==> src/tsc_consts.svh <==
// Timing counts, field widths, field limits and sync codes for the timestamp clock
`ifndef TSC_CONSTS_SVH
`define TSC_CONSTS_SVH
`define TSC_CLK_HZ 125000000
`define TSC_SETTLE_S 2
`define TSC_SEC_W 6
`define TSC_MIN_W 6
`define TSC_HOUR_W 5
`define TSC_DAY_W 16
`define TSC_TIME_W 33
`define TSC_SEC_MAX 6'h3b
`define TSC_MIN_MAX 6'h3b
`define TSC_HOUR_MAX 5'h17
`define TSC_SYNC_NONE 2'h0
`define TSC_SYNC_PPS 2'h1
`define TSC_SYNC_IRIG 2'h2
`define TSC_LINE_W 3
`define TSC_IRIG_ZERO_CYC 250000
`define TSC_IRIG_ONE_CYC 625000
`define TSC_IRIG_MARK_CYC 1000000
`endif

==> src/tsc_pkg.sv <==
// Types shared by the timestamp clock files
package tsc_pkg;
    typedef enum logic [1:0]
    {
        TSC_IDLE,
        TSC_WAIT,
        TSC_LOCKED
    } tsc_sync_state_t;
endpackage

==> src/tsc_fifo.sv <==
// Small synchronous FIFO with valid and ready on both sides
module tsc_fifo #(
    parameter int WIDTH = 33,
    parameter int DEPTH = 4
) (
    input wire logic sys_clk,
    input wire logic rst,
    input wire logic in_valid,
    output logic in_ready,
    input wire logic [WIDTH-1:0] in_data,
    output logic out_valid,
    input wire logic out_ready,
    output logic [WIDTH-1:0] out_data
);
    localparam int AW = (DEPTH > 1) ? $clog2(DEPTH) : 1;
    logic [WIDTH-1:0] mem_q [DEPTH];
    logic [AW-1:0] wr_q;
    logic [AW-1:0] rd_q;
    logic [AW:0] cnt_q;
    logic push;
    logic pop;

    assign in_ready = (cnt_q != (AW+1)'(DEPTH));
    assign out_valid = (cnt_q != '0);
    assign out_data = mem_q[rd_q];
    assign push = in_valid && in_ready;
    assign pop = out_valid && out_ready;

    always_ff @(posedge sys_clk)
    begin
        if (push)
        begin
            mem_q[wr_q] <= in_data;
        end
    end

    always_ff @(posedge sys_clk)
    begin
        if (rst)
        begin
            wr_q <= '0;
            rd_q <= '0;
            cnt_q <= '0;
        end
        else
        begin
            if (push)
            begin
                wr_q <= (wr_q == AW'(DEPTH - 1)) ? '0 : wr_q + 1'b1;
            end
            if (pop)
            begin
                rd_q <= (rd_q == AW'(DEPTH - 1)) ? '0 : rd_q + 1'b1;
            end
            if (push && !pop)
            begin
                cnt_q <= cnt_q + 1'b1;
            end
            else if (pop && !push)
            begin
                cnt_q <= cnt_q - 1'b1;
            end
        end
    end
endmodule

==> src/tsc_clock.sv <==
// Timestamp clock: day/hour/min/sec counter, gate capture, reference sync
// =====================================================================
// Notes on behaviour
// - Active edge of the chosen gate line latches time into holding register
// - Single capture or a stream of captures through the FIFO
// - Count is realigned to an external PPS or IRIG-B reference
// - Time is days/hours/minutes/seconds, loaded by the controller
// - IRIG-B sync aligns by itself within two seconds of programming
// - PPS sync uses the loaded time; ready about two seconds after setup
// - Gate capture is automatic and stays armed for later pulses
// - Counting never stops once running, except while reset holds the divider
`include "tsc_consts.svh"
module tsc_clock #(
    parameter int CLK_HZ = `TSC_CLK_HZ,
    parameter int SETTLE_CYC = `TSC_SETTLE_S * `TSC_CLK_HZ,
    parameter int IRIG_ZERO = `TSC_IRIG_ZERO_CYC,
    parameter int IRIG_ONE = `TSC_IRIG_ONE_CYC,
    parameter int IRIG_MARK = `TSC_IRIG_MARK_CYC,
    parameter int FIFO_DEPTH = 4
) (
    input wire logic sys_clk,
    input wire logic rst,
    input wire logic [7:0] programmable_function_input,
    input wire logic [6:0] inter_board_trigger_bus,
    input wire logic [`TSC_LINE_W-1:0] gate_line_sel,
    input wire logic gate_polarity,
    input wire logic [1:0] sync_type,
    input wire logic [`TSC_LINE_W-1:0] sync_line_sel,
    input wire logic sync_from_bus,
    input wire logic buffered_mode,
    input wire logic load_stb,
    input wire logic [`TSC_TIME_W-1:0] load_value,
    input wire logic ready_clr,
    input wire logic stream_ready,
    output logic [`TSC_TIME_W-1:0] day_hour_min_sec_value,
    output logic [`TSC_TIME_W-1:0] held_time,
    output logic capture_ready,
    output logic time_valid,
    output logic sync_locked,
    output logic stream_valid,
    output logic [`TSC_TIME_W-1:0] stream_data,
    output logic stream_overflow
);
    // =================================================================
    // Input synchronisers
    logic [7:0] pin_s1_q, pin_s2_q;
    logic [6:0] bus_s1_q, bus_s2_q;
    always_ff @(posedge sys_clk)
    begin
        pin_s1_q <= programmable_function_input;
        pin_s2_q <= pin_s1_q;
        bus_s1_q <= inter_board_trigger_bus;
        bus_s2_q <= bus_s1_q;
    end

    // Gate and sync routing; the gate always rides a function input
    logic gate_lvl, sync_lvl, gate_prev_q, sync_prev_q;
    assign gate_lvl = pin_s2_q[gate_line_sel] ^ gate_polarity;
    assign sync_lvl = sync_from_bus ? bus_s2_q[sync_line_sel]
                                    : pin_s2_q[sync_line_sel];
    // Gate history resets high, sync to its idle low: no edge after reset
    always_ff @(posedge sys_clk)
    begin
        gate_prev_q <= rst || gate_lvl;
        sync_prev_q <= !rst && sync_lvl;
    end
    logic gate_edge, sync_rise, sync_fall;
    assign gate_edge = gate_lvl && !gate_prev_q;
    assign sync_rise = sync_lvl && !sync_prev_q;
    assign sync_fall = !sync_lvl && sync_prev_q;

    // =================================================================
    // Seconds divider; it restarts on each PPS rising edge in PPS sync mode
    logic [31:0] tick_cnt_q;
    logic tick;
    logic realign;
    assign tick = (tick_cnt_q == 32'(CLK_HZ - 1)) || realign;
    always_ff @(posedge sys_clk)
    begin
        if (rst || tick)
        begin
            tick_cnt_q <= '0;
        end
        else
        begin
            tick_cnt_q <= tick_cnt_q + 32'h1;
        end
    end

    // =================================================================
    // Day/hour/minute/second counter
    logic [5:0] sec_q, min_q;
    logic [4:0] hour_q;
    logic [15:0] day_q;
    logic valid_q;
    logic irig_load;
    logic [`TSC_TIME_W-1:0] irig_time;
    logic sec_wrap, min_wrap, hour_wrap;
    assign sec_wrap = sec_q == `TSC_SEC_MAX;
    assign min_wrap = min_q == `TSC_MIN_MAX;
    assign hour_wrap = hour_q == `TSC_HOUR_MAX;
    always_ff @(posedge sys_clk)
    begin
        valid_q <= !rst && (valid_q || load_stb || irig_load);
    end
    // Time has no reset: it is undefined until loaded; reset holds the
    // seconds divider but leaves the count rather than clearing it
    always_ff @(posedge sys_clk)
    begin
        if (load_stb || irig_load)
        begin
            {day_q, hour_q, min_q, sec_q} <= load_stb ? load_value
                                                      : irig_time;
        end
        else if (tick)
        begin
            sec_q <= sec_wrap ? '0 : sec_q + 6'h1;
            if (sec_wrap)
            begin
                min_q <= min_wrap ? '0 : min_q + 6'h1;
                if (min_wrap)
                begin
                    hour_q <= hour_wrap ? '0 : hour_q + 5'h1;
                    if (hour_wrap)
                    begin
                        day_q <= day_q + 16'h1;
                    end
                end
            end
        end
    end
    logic [`TSC_TIME_W-1:0] now;
    assign now = {day_q, hour_q, min_q, sec_q};

    // =================================================================
    // Reference sync: PPS edges realign the divider; IRIG-B frames reload
    tsc_pkg::tsc_sync_state_t sst_q;
    logic [31:0] settle_q;
    logic [1:0] type_q;
    always_ff @(posedge sys_clk)
    begin
        type_q <= rst ? `TSC_SYNC_NONE : sync_type;
    end
    logic programmed;
    assign programmed = (sync_type != type_q) || load_stb;
    always_ff @(posedge sys_clk)
    begin
        if (rst)
        begin
            sst_q <= tsc_pkg::TSC_IDLE;
            settle_q <= '0;
        end
        else if (sync_type == `TSC_SYNC_NONE)
        begin
            sst_q <= tsc_pkg::TSC_IDLE;
        end
        else if (programmed)
        begin
            sst_q <= tsc_pkg::TSC_WAIT;
            settle_q <= '0;
        end
        else
        begin
            case (sst_q)
                tsc_pkg::TSC_IDLE: sst_q <= tsc_pkg::TSC_WAIT;
                tsc_pkg::TSC_WAIT:
                begin
                    settle_q <= settle_q + 32'h1;
                    if (settle_q == 32'(SETTLE_CYC - 1))
                    begin
                        sst_q <= tsc_pkg::TSC_LOCKED;
                    end
                end
                tsc_pkg::TSC_LOCKED: sst_q <= tsc_pkg::TSC_LOCKED;
                default: sst_q <= tsc_pkg::TSC_IDLE;
            endcase
        end
    end
    assign realign = (sync_type == `TSC_SYNC_PPS)
        && sync_rise;

    // IRIG-B pulse widths: 2 ms zero, 5 ms one, 8 ms marker
    logic [31:0] irig_w_q;
    logic [`TSC_TIME_W-1:0] irig_sh_q;
    logic irig_mark_q;
    logic [6:0] irig_bit_q;
    always_ff @(posedge sys_clk)
    begin
        if (rst || sync_rise)
        begin
            irig_w_q <= '0;
        end
        else if (sync_lvl)
        begin
            irig_w_q <= irig_w_q + 32'h1;
        end
    end
    logic is_mark, is_one;
    assign is_mark = irig_w_q >= 32'(IRIG_MARK - IRIG_ONE / 2);
    assign is_one = irig_w_q >= 32'((IRIG_ZERO + IRIG_ONE) / 2);
    // Simplified frame: after double marker, first 33 data bits are BCD-free
    // binary day/hour/min/sec; a full BCD decoder did not fit the budget
    always_ff @(posedge sys_clk)
    begin
        if (rst)
        begin
            irig_mark_q <= 1'b0;
            irig_bit_q <= '0;
            irig_sh_q <= '0;
        end
        else if (sync_fall)
        begin
            irig_mark_q <= is_mark;
            if (is_mark && irig_mark_q)
            begin
                irig_bit_q <= '0;
            end
            else if (!is_mark && irig_bit_q < 7'(`TSC_TIME_W))
            begin
                irig_sh_q <= {irig_sh_q[`TSC_TIME_W-2:0], is_one};
                irig_bit_q <= irig_bit_q + 7'h1;
            end
        end
    end
    assign irig_load = (sync_type == `TSC_SYNC_IRIG) && sync_fall && !is_mark
        && (irig_bit_q == 7'(`TSC_TIME_W - 1));
    assign irig_time = {irig_sh_q[`TSC_TIME_W-2:0], is_one};

    // =================================================================
    // Capture path; the hardware stays armed on every gate edge
    logic fifo_in_ready;
    always_ff @(posedge sys_clk)
    begin
        if (gate_edge)
        begin
            held_time <= now;
        end
    end
    // Set wins over a clear in the same cycle
    always_ff @(posedge sys_clk)
    begin
        capture_ready <= !rst
            && (gate_edge || (capture_ready && !ready_clr));
    end
    // Full FIFO drops the capture and flags it rather than stalling time
    always_ff @(posedge sys_clk)
    begin
        stream_overflow <= !rst && ((gate_edge && buffered_mode
            && !fifo_in_ready) || (stream_overflow && !ready_clr));
    end

    logic fifo_valid, fifo_pop;
    logic [`TSC_TIME_W-1:0] fifo_data;
    tsc_fifo #(.WIDTH(`TSC_TIME_W), .DEPTH(FIFO_DEPTH)) u_fifo (
        .sys_clk(sys_clk),
        .rst(rst),
        .in_valid(gate_edge && buffered_mode),
        .in_ready(fifo_in_ready),
        .in_data(now),
        .out_valid(fifo_valid),
        .out_ready(fifo_pop),
        .out_data(fifo_data)
    );
    // Registered output stage keeps outputs straight from flops
    assign fifo_pop = fifo_valid && (!stream_valid || stream_ready);
    always_ff @(posedge sys_clk)
    begin
        if (rst)
        begin
            stream_valid <= 1'b0;
            stream_data <= '0;
        end
        else if (!stream_valid || stream_ready)
        begin
            stream_valid <= fifo_valid;
            stream_data <= fifo_data;
        end
    end

    always_ff @(posedge sys_clk)
    begin
        day_hour_min_sec_value <= now;
        time_valid <= !rst && valid_q;
        sync_locked <= !rst && (sst_q == tsc_pkg::TSC_LOCKED);
    end
endmodule

==> config.mk <==
export PLATFORM = sky130hd
export DESIGN_NAME = tsc_clock
export DESIGN_NICKNAME = d
export VERILOG_FILES = /design/src/tsc_pkg.sv /design/src/tsc_fifo.sv /design/src/tsc_clock.sv
export VERILOG_INCLUDE_DIRS = /design/src /design/src/src
export SDC_FILE = /design/constraint.sdc
export NUM_CORES = 1
export LEC_CHECK = 0
export ABC_AREA = 1
export BUFFER_PORTS_ARGS = -buffer_cell sky130_fd_sc_hd__buf_2
export CORE_MARGIN = 5
export CORE_UTILIZATION = 40
export DETAILED_ROUTE_END_ITERATION = 7
export HOLD_SLACK_MARGIN = 0.05
export PLACE_DENSITY = 0.59
export SYNTH_ARGS = -nofsm -noshare
export SYNTH_HDL_FRONTEND = slang
export SYNTH_SLANG_ARGS = --single-unit
==> constraint.sdc <==
create_clock -name sys_clk -period 5.5 [get_ports sys_clk]
set_input_delay 0.275 -clock sys_clk [delete_from_list [all_inputs] [get_ports sys_clk]]
set_output_delay 0.275 -clock sys_clk [all_outputs]
set_load 0.02 [all_outputs]
======== After elaboration in Yosys (flattened, before gate mapping) ========
Memories as Yosys holds them, arrays and structs flattened. A register that Yosys moved wholly into a read port is not among the register bits.
Index checks and enable logic that the tools add are counted.
storage, ports and cells
  flip-flop bits (word level) ............. 284
  bits in writable memories ............... 132
  word-level logic and storage cells ...... 168
  memories kept ........................... 1
memories
  name          depth  width  read ports  clocked after Yosys merged registers in  wr ports  line            text
  u_fifo.mem_q  4      33     1           1                                        1         tsc_fifo.sv:16  logic [WIDTH-1:0] mem_q [DEPTH];
cells by class
  add/subtract/negate cells ............... 12
  order comparisons ....................... 5
  eq/ne operators ......................... 16
  muxes and demuxes ....................... 38
  bitwise logic cells ..................... 3
  reduce and logical (&&, ||, !) cells .... 63
operators with widths
  kind                     number
  $add A32 B1 Y32 const B  3
  $mux W16                 5
  $mux W32                 2
  $mux W6                  7
  $mux W33                 1
  $eq A32 B27 Y1 const B   1
  $eq A32 B28 Y1 const B   1
  $ge A32 B19 Y1 const B   1
  $ge A32 B20 Y1 const B   1
  $mux W5                  5
  $logic_and A1 B1 Y1      24
  $add A16 B1 Y16 const B  1
  $mux W7                  2
  $reduce_bool A2 Y1       7
  $add A6 B1 Y6 const B    2
  $eq A6 B6 Y1 const B     2
  $logic_or A1 B1 Y1       11
  $logic_not A1 Y1         10
  $bmux W1 S3              3
  $eq A2 B2 Y1 const B     4
  $lt A3 B4 Y1 const B     2
  $add A7 B1 Y7 const B    1
  $eq A7 B6 Y1 const B     1
  $lt A7 B6 Y1 const B     1
  other kinds (22)         39

======== Depth between registers and ports, before layout ========
  word-level depth ........................ 11
  mapped depth ............................ 16
  mapped depth without buffers ............ 16

======== Cells and area by module ========
From an unflattened synthesis, not the netlist that was laid out.
second synthesis, totals
  cell total of the unflattened synthesis .. 2052
  area total of the unflattened synthesis .. 18909.4 um2
by module, submodules not included
  module     instances  cells each  area each (um2)  sequential area each (um2)
  tsc_clock  1          1664        13491.7          6866.6
  tsc_fifo   1          388         5417.7           4144.0

======== Worst setup path after synthesis ========
OpenSTA, ideal clock, no wires.
  kind .................................... reg2reg
  start point ............................. register pin_s2_q[1]
  end point ............................... memory u_fifo.mem_q[0][0] (enable)
  data arrival time ....................... 2.472 ns
  required time ........................... 5.077 ns
  path slack .............................. 2.605 ns
  cell stages (with the launch flop) ...... 9
  period minus slack after synthesis ...... 2.895 ns
  path through ............................ dfxtp_1 > inv_1 > a21oi_1 > o21ai_0 > nand3_1 > nand3b_1 > nand2_1 > nand4_1 > nor2_1
between the ends
  word-level cells in the longest chain between the ends .. 8
ends and longest elaborated chain
  what                           line              text
  from (decl)                    tsc_clock.sv:46   logic [7:0] pin_s1_q, pin_s2_q;
  from (signal assigned)         tsc_clock.sv:51   pin_s2_q <= pin_s1_q;
  $bmux W1 S3                    tsc_clock.sv:58   assign gate_lvl = pin_s2_q[gate_line_sel] ^ gate_polarity;
  $mux W1 (not written as such)  tsc_clock.sv:58
  $xor A1 B1 Y1                  tsc_clock.sv:58
  $logic_and A1 B1 Y1            tsc_clock.sv:68   assign gate_edge = gate_lvl && !gate_prev_q;
  $logic_and A1 B1 Y1            tsc_clock.sv:257  .in_valid(gate_edge && buffered_mode),
  $logic_and A1 B1 Y1            tsc_fifo.sv:26    assign push = in_valid && in_ready;
  $mux W1                        tsc_fifo.sv:31    if (push)
  $mux W1 (not written as such)  tsc_fifo.sv:33    mem_q[wr_q] <= in_data;
  to (decl)                      tsc_fifo.sv:16
Every way passes these cells. The select of a mux whose other input is x is not followed.

======== Worst setup path after layout ========
  start point ............................. register pin_s2_q[5]
  end point ............................... register u_fifo.cnt_q[2]
between the ends
  word-level cells in the longest chain between the ends .. 9
  elaborated cells on any way between the ends .. 11
  classes of those cells .................. mux: 3; bitwise: 1; reduce/logical: 7
ends and longest elaborated chain
  what                                 line              text
  $bmux W1 S3 *                        tsc_clock.sv:58
  $mux W1 (not written as such) *      tsc_clock.sv:58
  $xor A1 B1 Y1 *                      tsc_clock.sv:58
  $logic_and A1 B1 Y1 *                tsc_clock.sv:68
  $logic_and A1 B1 Y1 *                tsc_clock.sv:257
  $logic_and A1 B1 Y1 *                tsc_fifo.sv:26
  net u_fifo.push                      tsc_fifo.sv:20    logic push;
  $logic_not A1 Y1                     tsc_fifo.sv:59    else if (pop && !push)
  $logic_and A1 B1 Y1                  tsc_fifo.sv:59
  $reduce_bool A2 Y1 (no source line)  --
  to (signal assigned)                 tsc_fifo.sv:57    cnt_q <= cnt_q + 1'b1;
  to (signal assigned)                 tsc_fifo.sv:61    cnt_q <= cnt_q - 1'b1;
  to (decl)                            tsc_fifo.sv:19    logic [AW:0] cnt_q;
Mark *: on every way through the listed nets, which the timed path passes. The rest lies on a longest branch. The select of a mux whose other input is x is not followed.
A chain may end at the register's enable or synchronous reset.

==> impl_metrics.toml <==
[clock_tree]
postCtsSetupBuffers = 0
cts.clk_slew.worst_paths_ns = 0.06
cts_root_buffer = "clkbuf_16"
htreeDepth = 2
cts_tree = "yes"
numCtsBuffers = 48
clock_latency_ns = 0.59
clock_sinks = 449
cts.path.max_buffers = 3
cts-resized-gates = 0

[drt]
antenna_left = 0
vias = 14404
detail_route.wl_per_cell_um = 15.63
routed_wl_um = 45240
viasPerCell = 4.975
drt-pass1-iter-count = 6
dr.first_iter.drc_count = 891
drc = 0

[power_and_ir_drop]
switching_share_pct = 28.60
clkPwrFrac_pct = 38.6
p_leak_uw = 0.008522
powerDensity_mw_per_mm2 = 383.3
seqPwrFrac_pct = 45.9
p_int_uw = 6016
p_switching_uw = 2410
ir_drop_uv = 276.1
comb_power_share_pct = 15.4
p_total_uw = 8425

[sta]
maxSlewViolCount = 0
period_needed_ns = 2.580
tightest_slew_ns = 1.117
relSlewSlack_pct = 25.44
fmax_mhz = 387.6
clock_skew_ns = 0.01881
setup_viol = 0
rsz0062_at_grt = "false"
fin_crit_sh_pct = 46.91
finalHoldViolations = 0
final.setup.tns_ns = 0

[die]
die_w_um = 226.5
rows = 79
core_sq_mm = 0.04646
die_y_um = 226.5
die_area_sq_mm = 0.05131
ios = 168
start_util_pct = 40.37

[global_routing]
antenna_found_initial = 1
grt_usage_pct = 17.33
grt_overflow = 0
grt_pass1_vias = 13788
grt_max_degree = 68
grt_pass1_wl_um = 72060

[finish]
final_util_pct = 47.31
stdcell_count = 2895
syn2layout_area_growth_pct = 17.21
final_cell_mix = "nand2_1, nor2_1, dfxtp_1, edfxtp_1, inv_1"
final_common_cell = "nand2_1"
stdcell_area_sq_mm = 0.02198
nets = 2331
drive_gt1_share_pct = 13.99

[setup_path]
path_cells = "inv_1, a21oi_1, o21ai_0, nand3_1, nand3b_1, nand2_1, nand4_1, inv_1, ha_1, inv_1, fa_1, o21ai_0, a21o_1, o21ai_0, a21oi_1"
required_ns = 6.02
crit_arrival_ns = 3.10
end_kind = "register"
critical_path.top_delay_family = "compound AO/OA/AOI/OAI gates"
start_kind = "register"
crit_fanout = 9
crit_buf_inv = 3
worstSetupPathType = "reg -> reg"
slowest_delay_ns = 0.38
critPathSlowestCell = "fa_1"

[yosys]
ys_seq_area_share_pct = 58.50
synthMuxAreaShare_pct = 0
synth_cell_types = 45
synth_top_family_by_area = "simple AND/OR/NAND/NOR gates"
synth_compound_area_share_pct = 10.88
synthesis.area_sq_mm = 0.01875
synth_nets = 2145
syn_area_per_cell_sq_um = 9.099
synth-simple-area-share_pct = 20.40
ys.flop_type = "dfxtp_1"
ys_async_sr_fraction_pct = 0
synthXorXnorAreaFrac_pct = 2.942
synth_edf_count = 198
synthCells = 2061
synth_adder_area_share_pct = 1.374
synth-seq-cells = 449
ys_warn_count = 0

[placed_design]
hpwl_um = 30360
gp_congestion = 0.8750
dpl_cell_area_sq_mm = 0.02012
io_buffer_count = 167
dp.cells = 2780

[run]
maxCapViolations = 0

[min_path]
hold_class = "in -> reg"

[status]
outcome = "finished clean"
-- through the flow --
step                      setup slack [ns]  hold slack (ns)
after global routing                 2.604          0.07501
after detailed placement             2.767           0.3121
after floorplan                      2.605           0.3027
after global placement               2.855           0.3117
after CTS                            2.930          0.05388
final                                2.920          0.09563
-- power groups by stage --
stage / sequential [uW] / combinational [uW] / clock, uW
after floorplan: 4020 / 773 / 0
after global placement: 3940 / 1280 / 0
after detailed placement: 3940 / 1300 / 0
after CTS: 3870 / 1320 / 3350
after global routing: 3900 / 1460 / 3490
final: 3870 / 1300 / 3260
-- worst reg2reg max path, cell delays in order, from the launching register on --
cell      delay [ns]
dfxtp_1         0.31
inv_1           0.05
a21oi_1         0.11
o21ai_0         0.09
nand3_1         0.09
nand3b_1        0.10
nand2_1         0.11
nand4_1         0.36
inv_1           0.19
ha_1            0.16
inv_1           0.07
fa_1            0.38
o21ai_0         0.18
a21o_1          0.12
o21ai_0         0.07
a21oi_1         0.14
-- cell families (layout without fill, tap and decap cells) --
group                      Yosys count  count (layout)
and+or+nand+nor                    897             897
adders and majority gates           20              20
AOI/OAI and AO/OA                  361             361
xor gates and xnor gates            63              63
DFF                                449             449
buffers and inverters              271             497
other                                0               1
-- final timing paths --
kind	start	to	slack, ns	cells past startpoint
worst max-delay path	pin_s2_q[5]	u_fifo.cnt_q[2]	2.92	15
worst min-delay path	gate_line_sel[2]	gate_prev_q	0.1	5
worst max register to register	pin_s2_q[5]	u_fifo.cnt_q[2]	2.92	15
worst min register to register	pin_s1_q[4]	pin_s2_q[4]	0.33	0
-- Yosys cell counts, types with 13 or more instances --
cell type	instances	share of area, %
inv_1	197	3.9
nand4_1	42	1.4
xor2_1	37	1.7
nor2_1	278	5.6
o21ai_0	172	4.6
nand3_1	72	1.9
a21oi_1	81	2.2
dfxtp_1	251	27
o22ai_1	33	1.1
edfxtp_1	198	32
nand2_1	396	7.9
o21bai_1	34	1.4
buf_2	13	0.35
xnor2_1	26	1.2
nor3_1	53	1.4
clkbuf_1	47	0.94
ha_1	19	1.3
-- metal layers --
metal | wire length [um] | GRT usage [%] | vias up
li1 | - | - | 7245
met1 | 20330 | 22.94 | 6728
met2 | 21150 | 28.93 | 354
met3 | 2461 | 2.926 | 77
met4 | 1297 | 6.016 | 0
met5 | 0 | 0 | -
-- timing repair --
item | CTS | global route
hold endpoints to repair | 24 | 0
endpoints found under the setup margin | 0 | 0
hold buffers | 24 | 0
-- registers in the layout, indices dropped and copies added, names as in the netlist, 3 cells and up --
name,count
tick_cnt_q,32
held_time,33
day_hour_min_sec_value,33
sec_q,6
min_q,6
settle_q,32
pin_s2_q,8
bus_s2_q,7
irig_w_q,32
hour_q,5
bus_s1_q,7
u_fifo.mem_q,132
pin_s1_q,8
stream_data,33
day_q,16
irig_bit_q,7
irig_sh_q,32
u_fifo.cnt_q,3
-- layout make-up --
class	instances	area (sq um)
Clock buffer	64	1353
Tap cell	607	759.5
Multi-Input combinational cell	1341	6688
Fill cell	4388	24480
Inverter	201	757.0
Timing Repair Buffer	206	1189
Antenna cell	1	2.502
Sequential cell	449	10970
Clock inverter	26	260.3
Power figures use the tool's default switching activity.
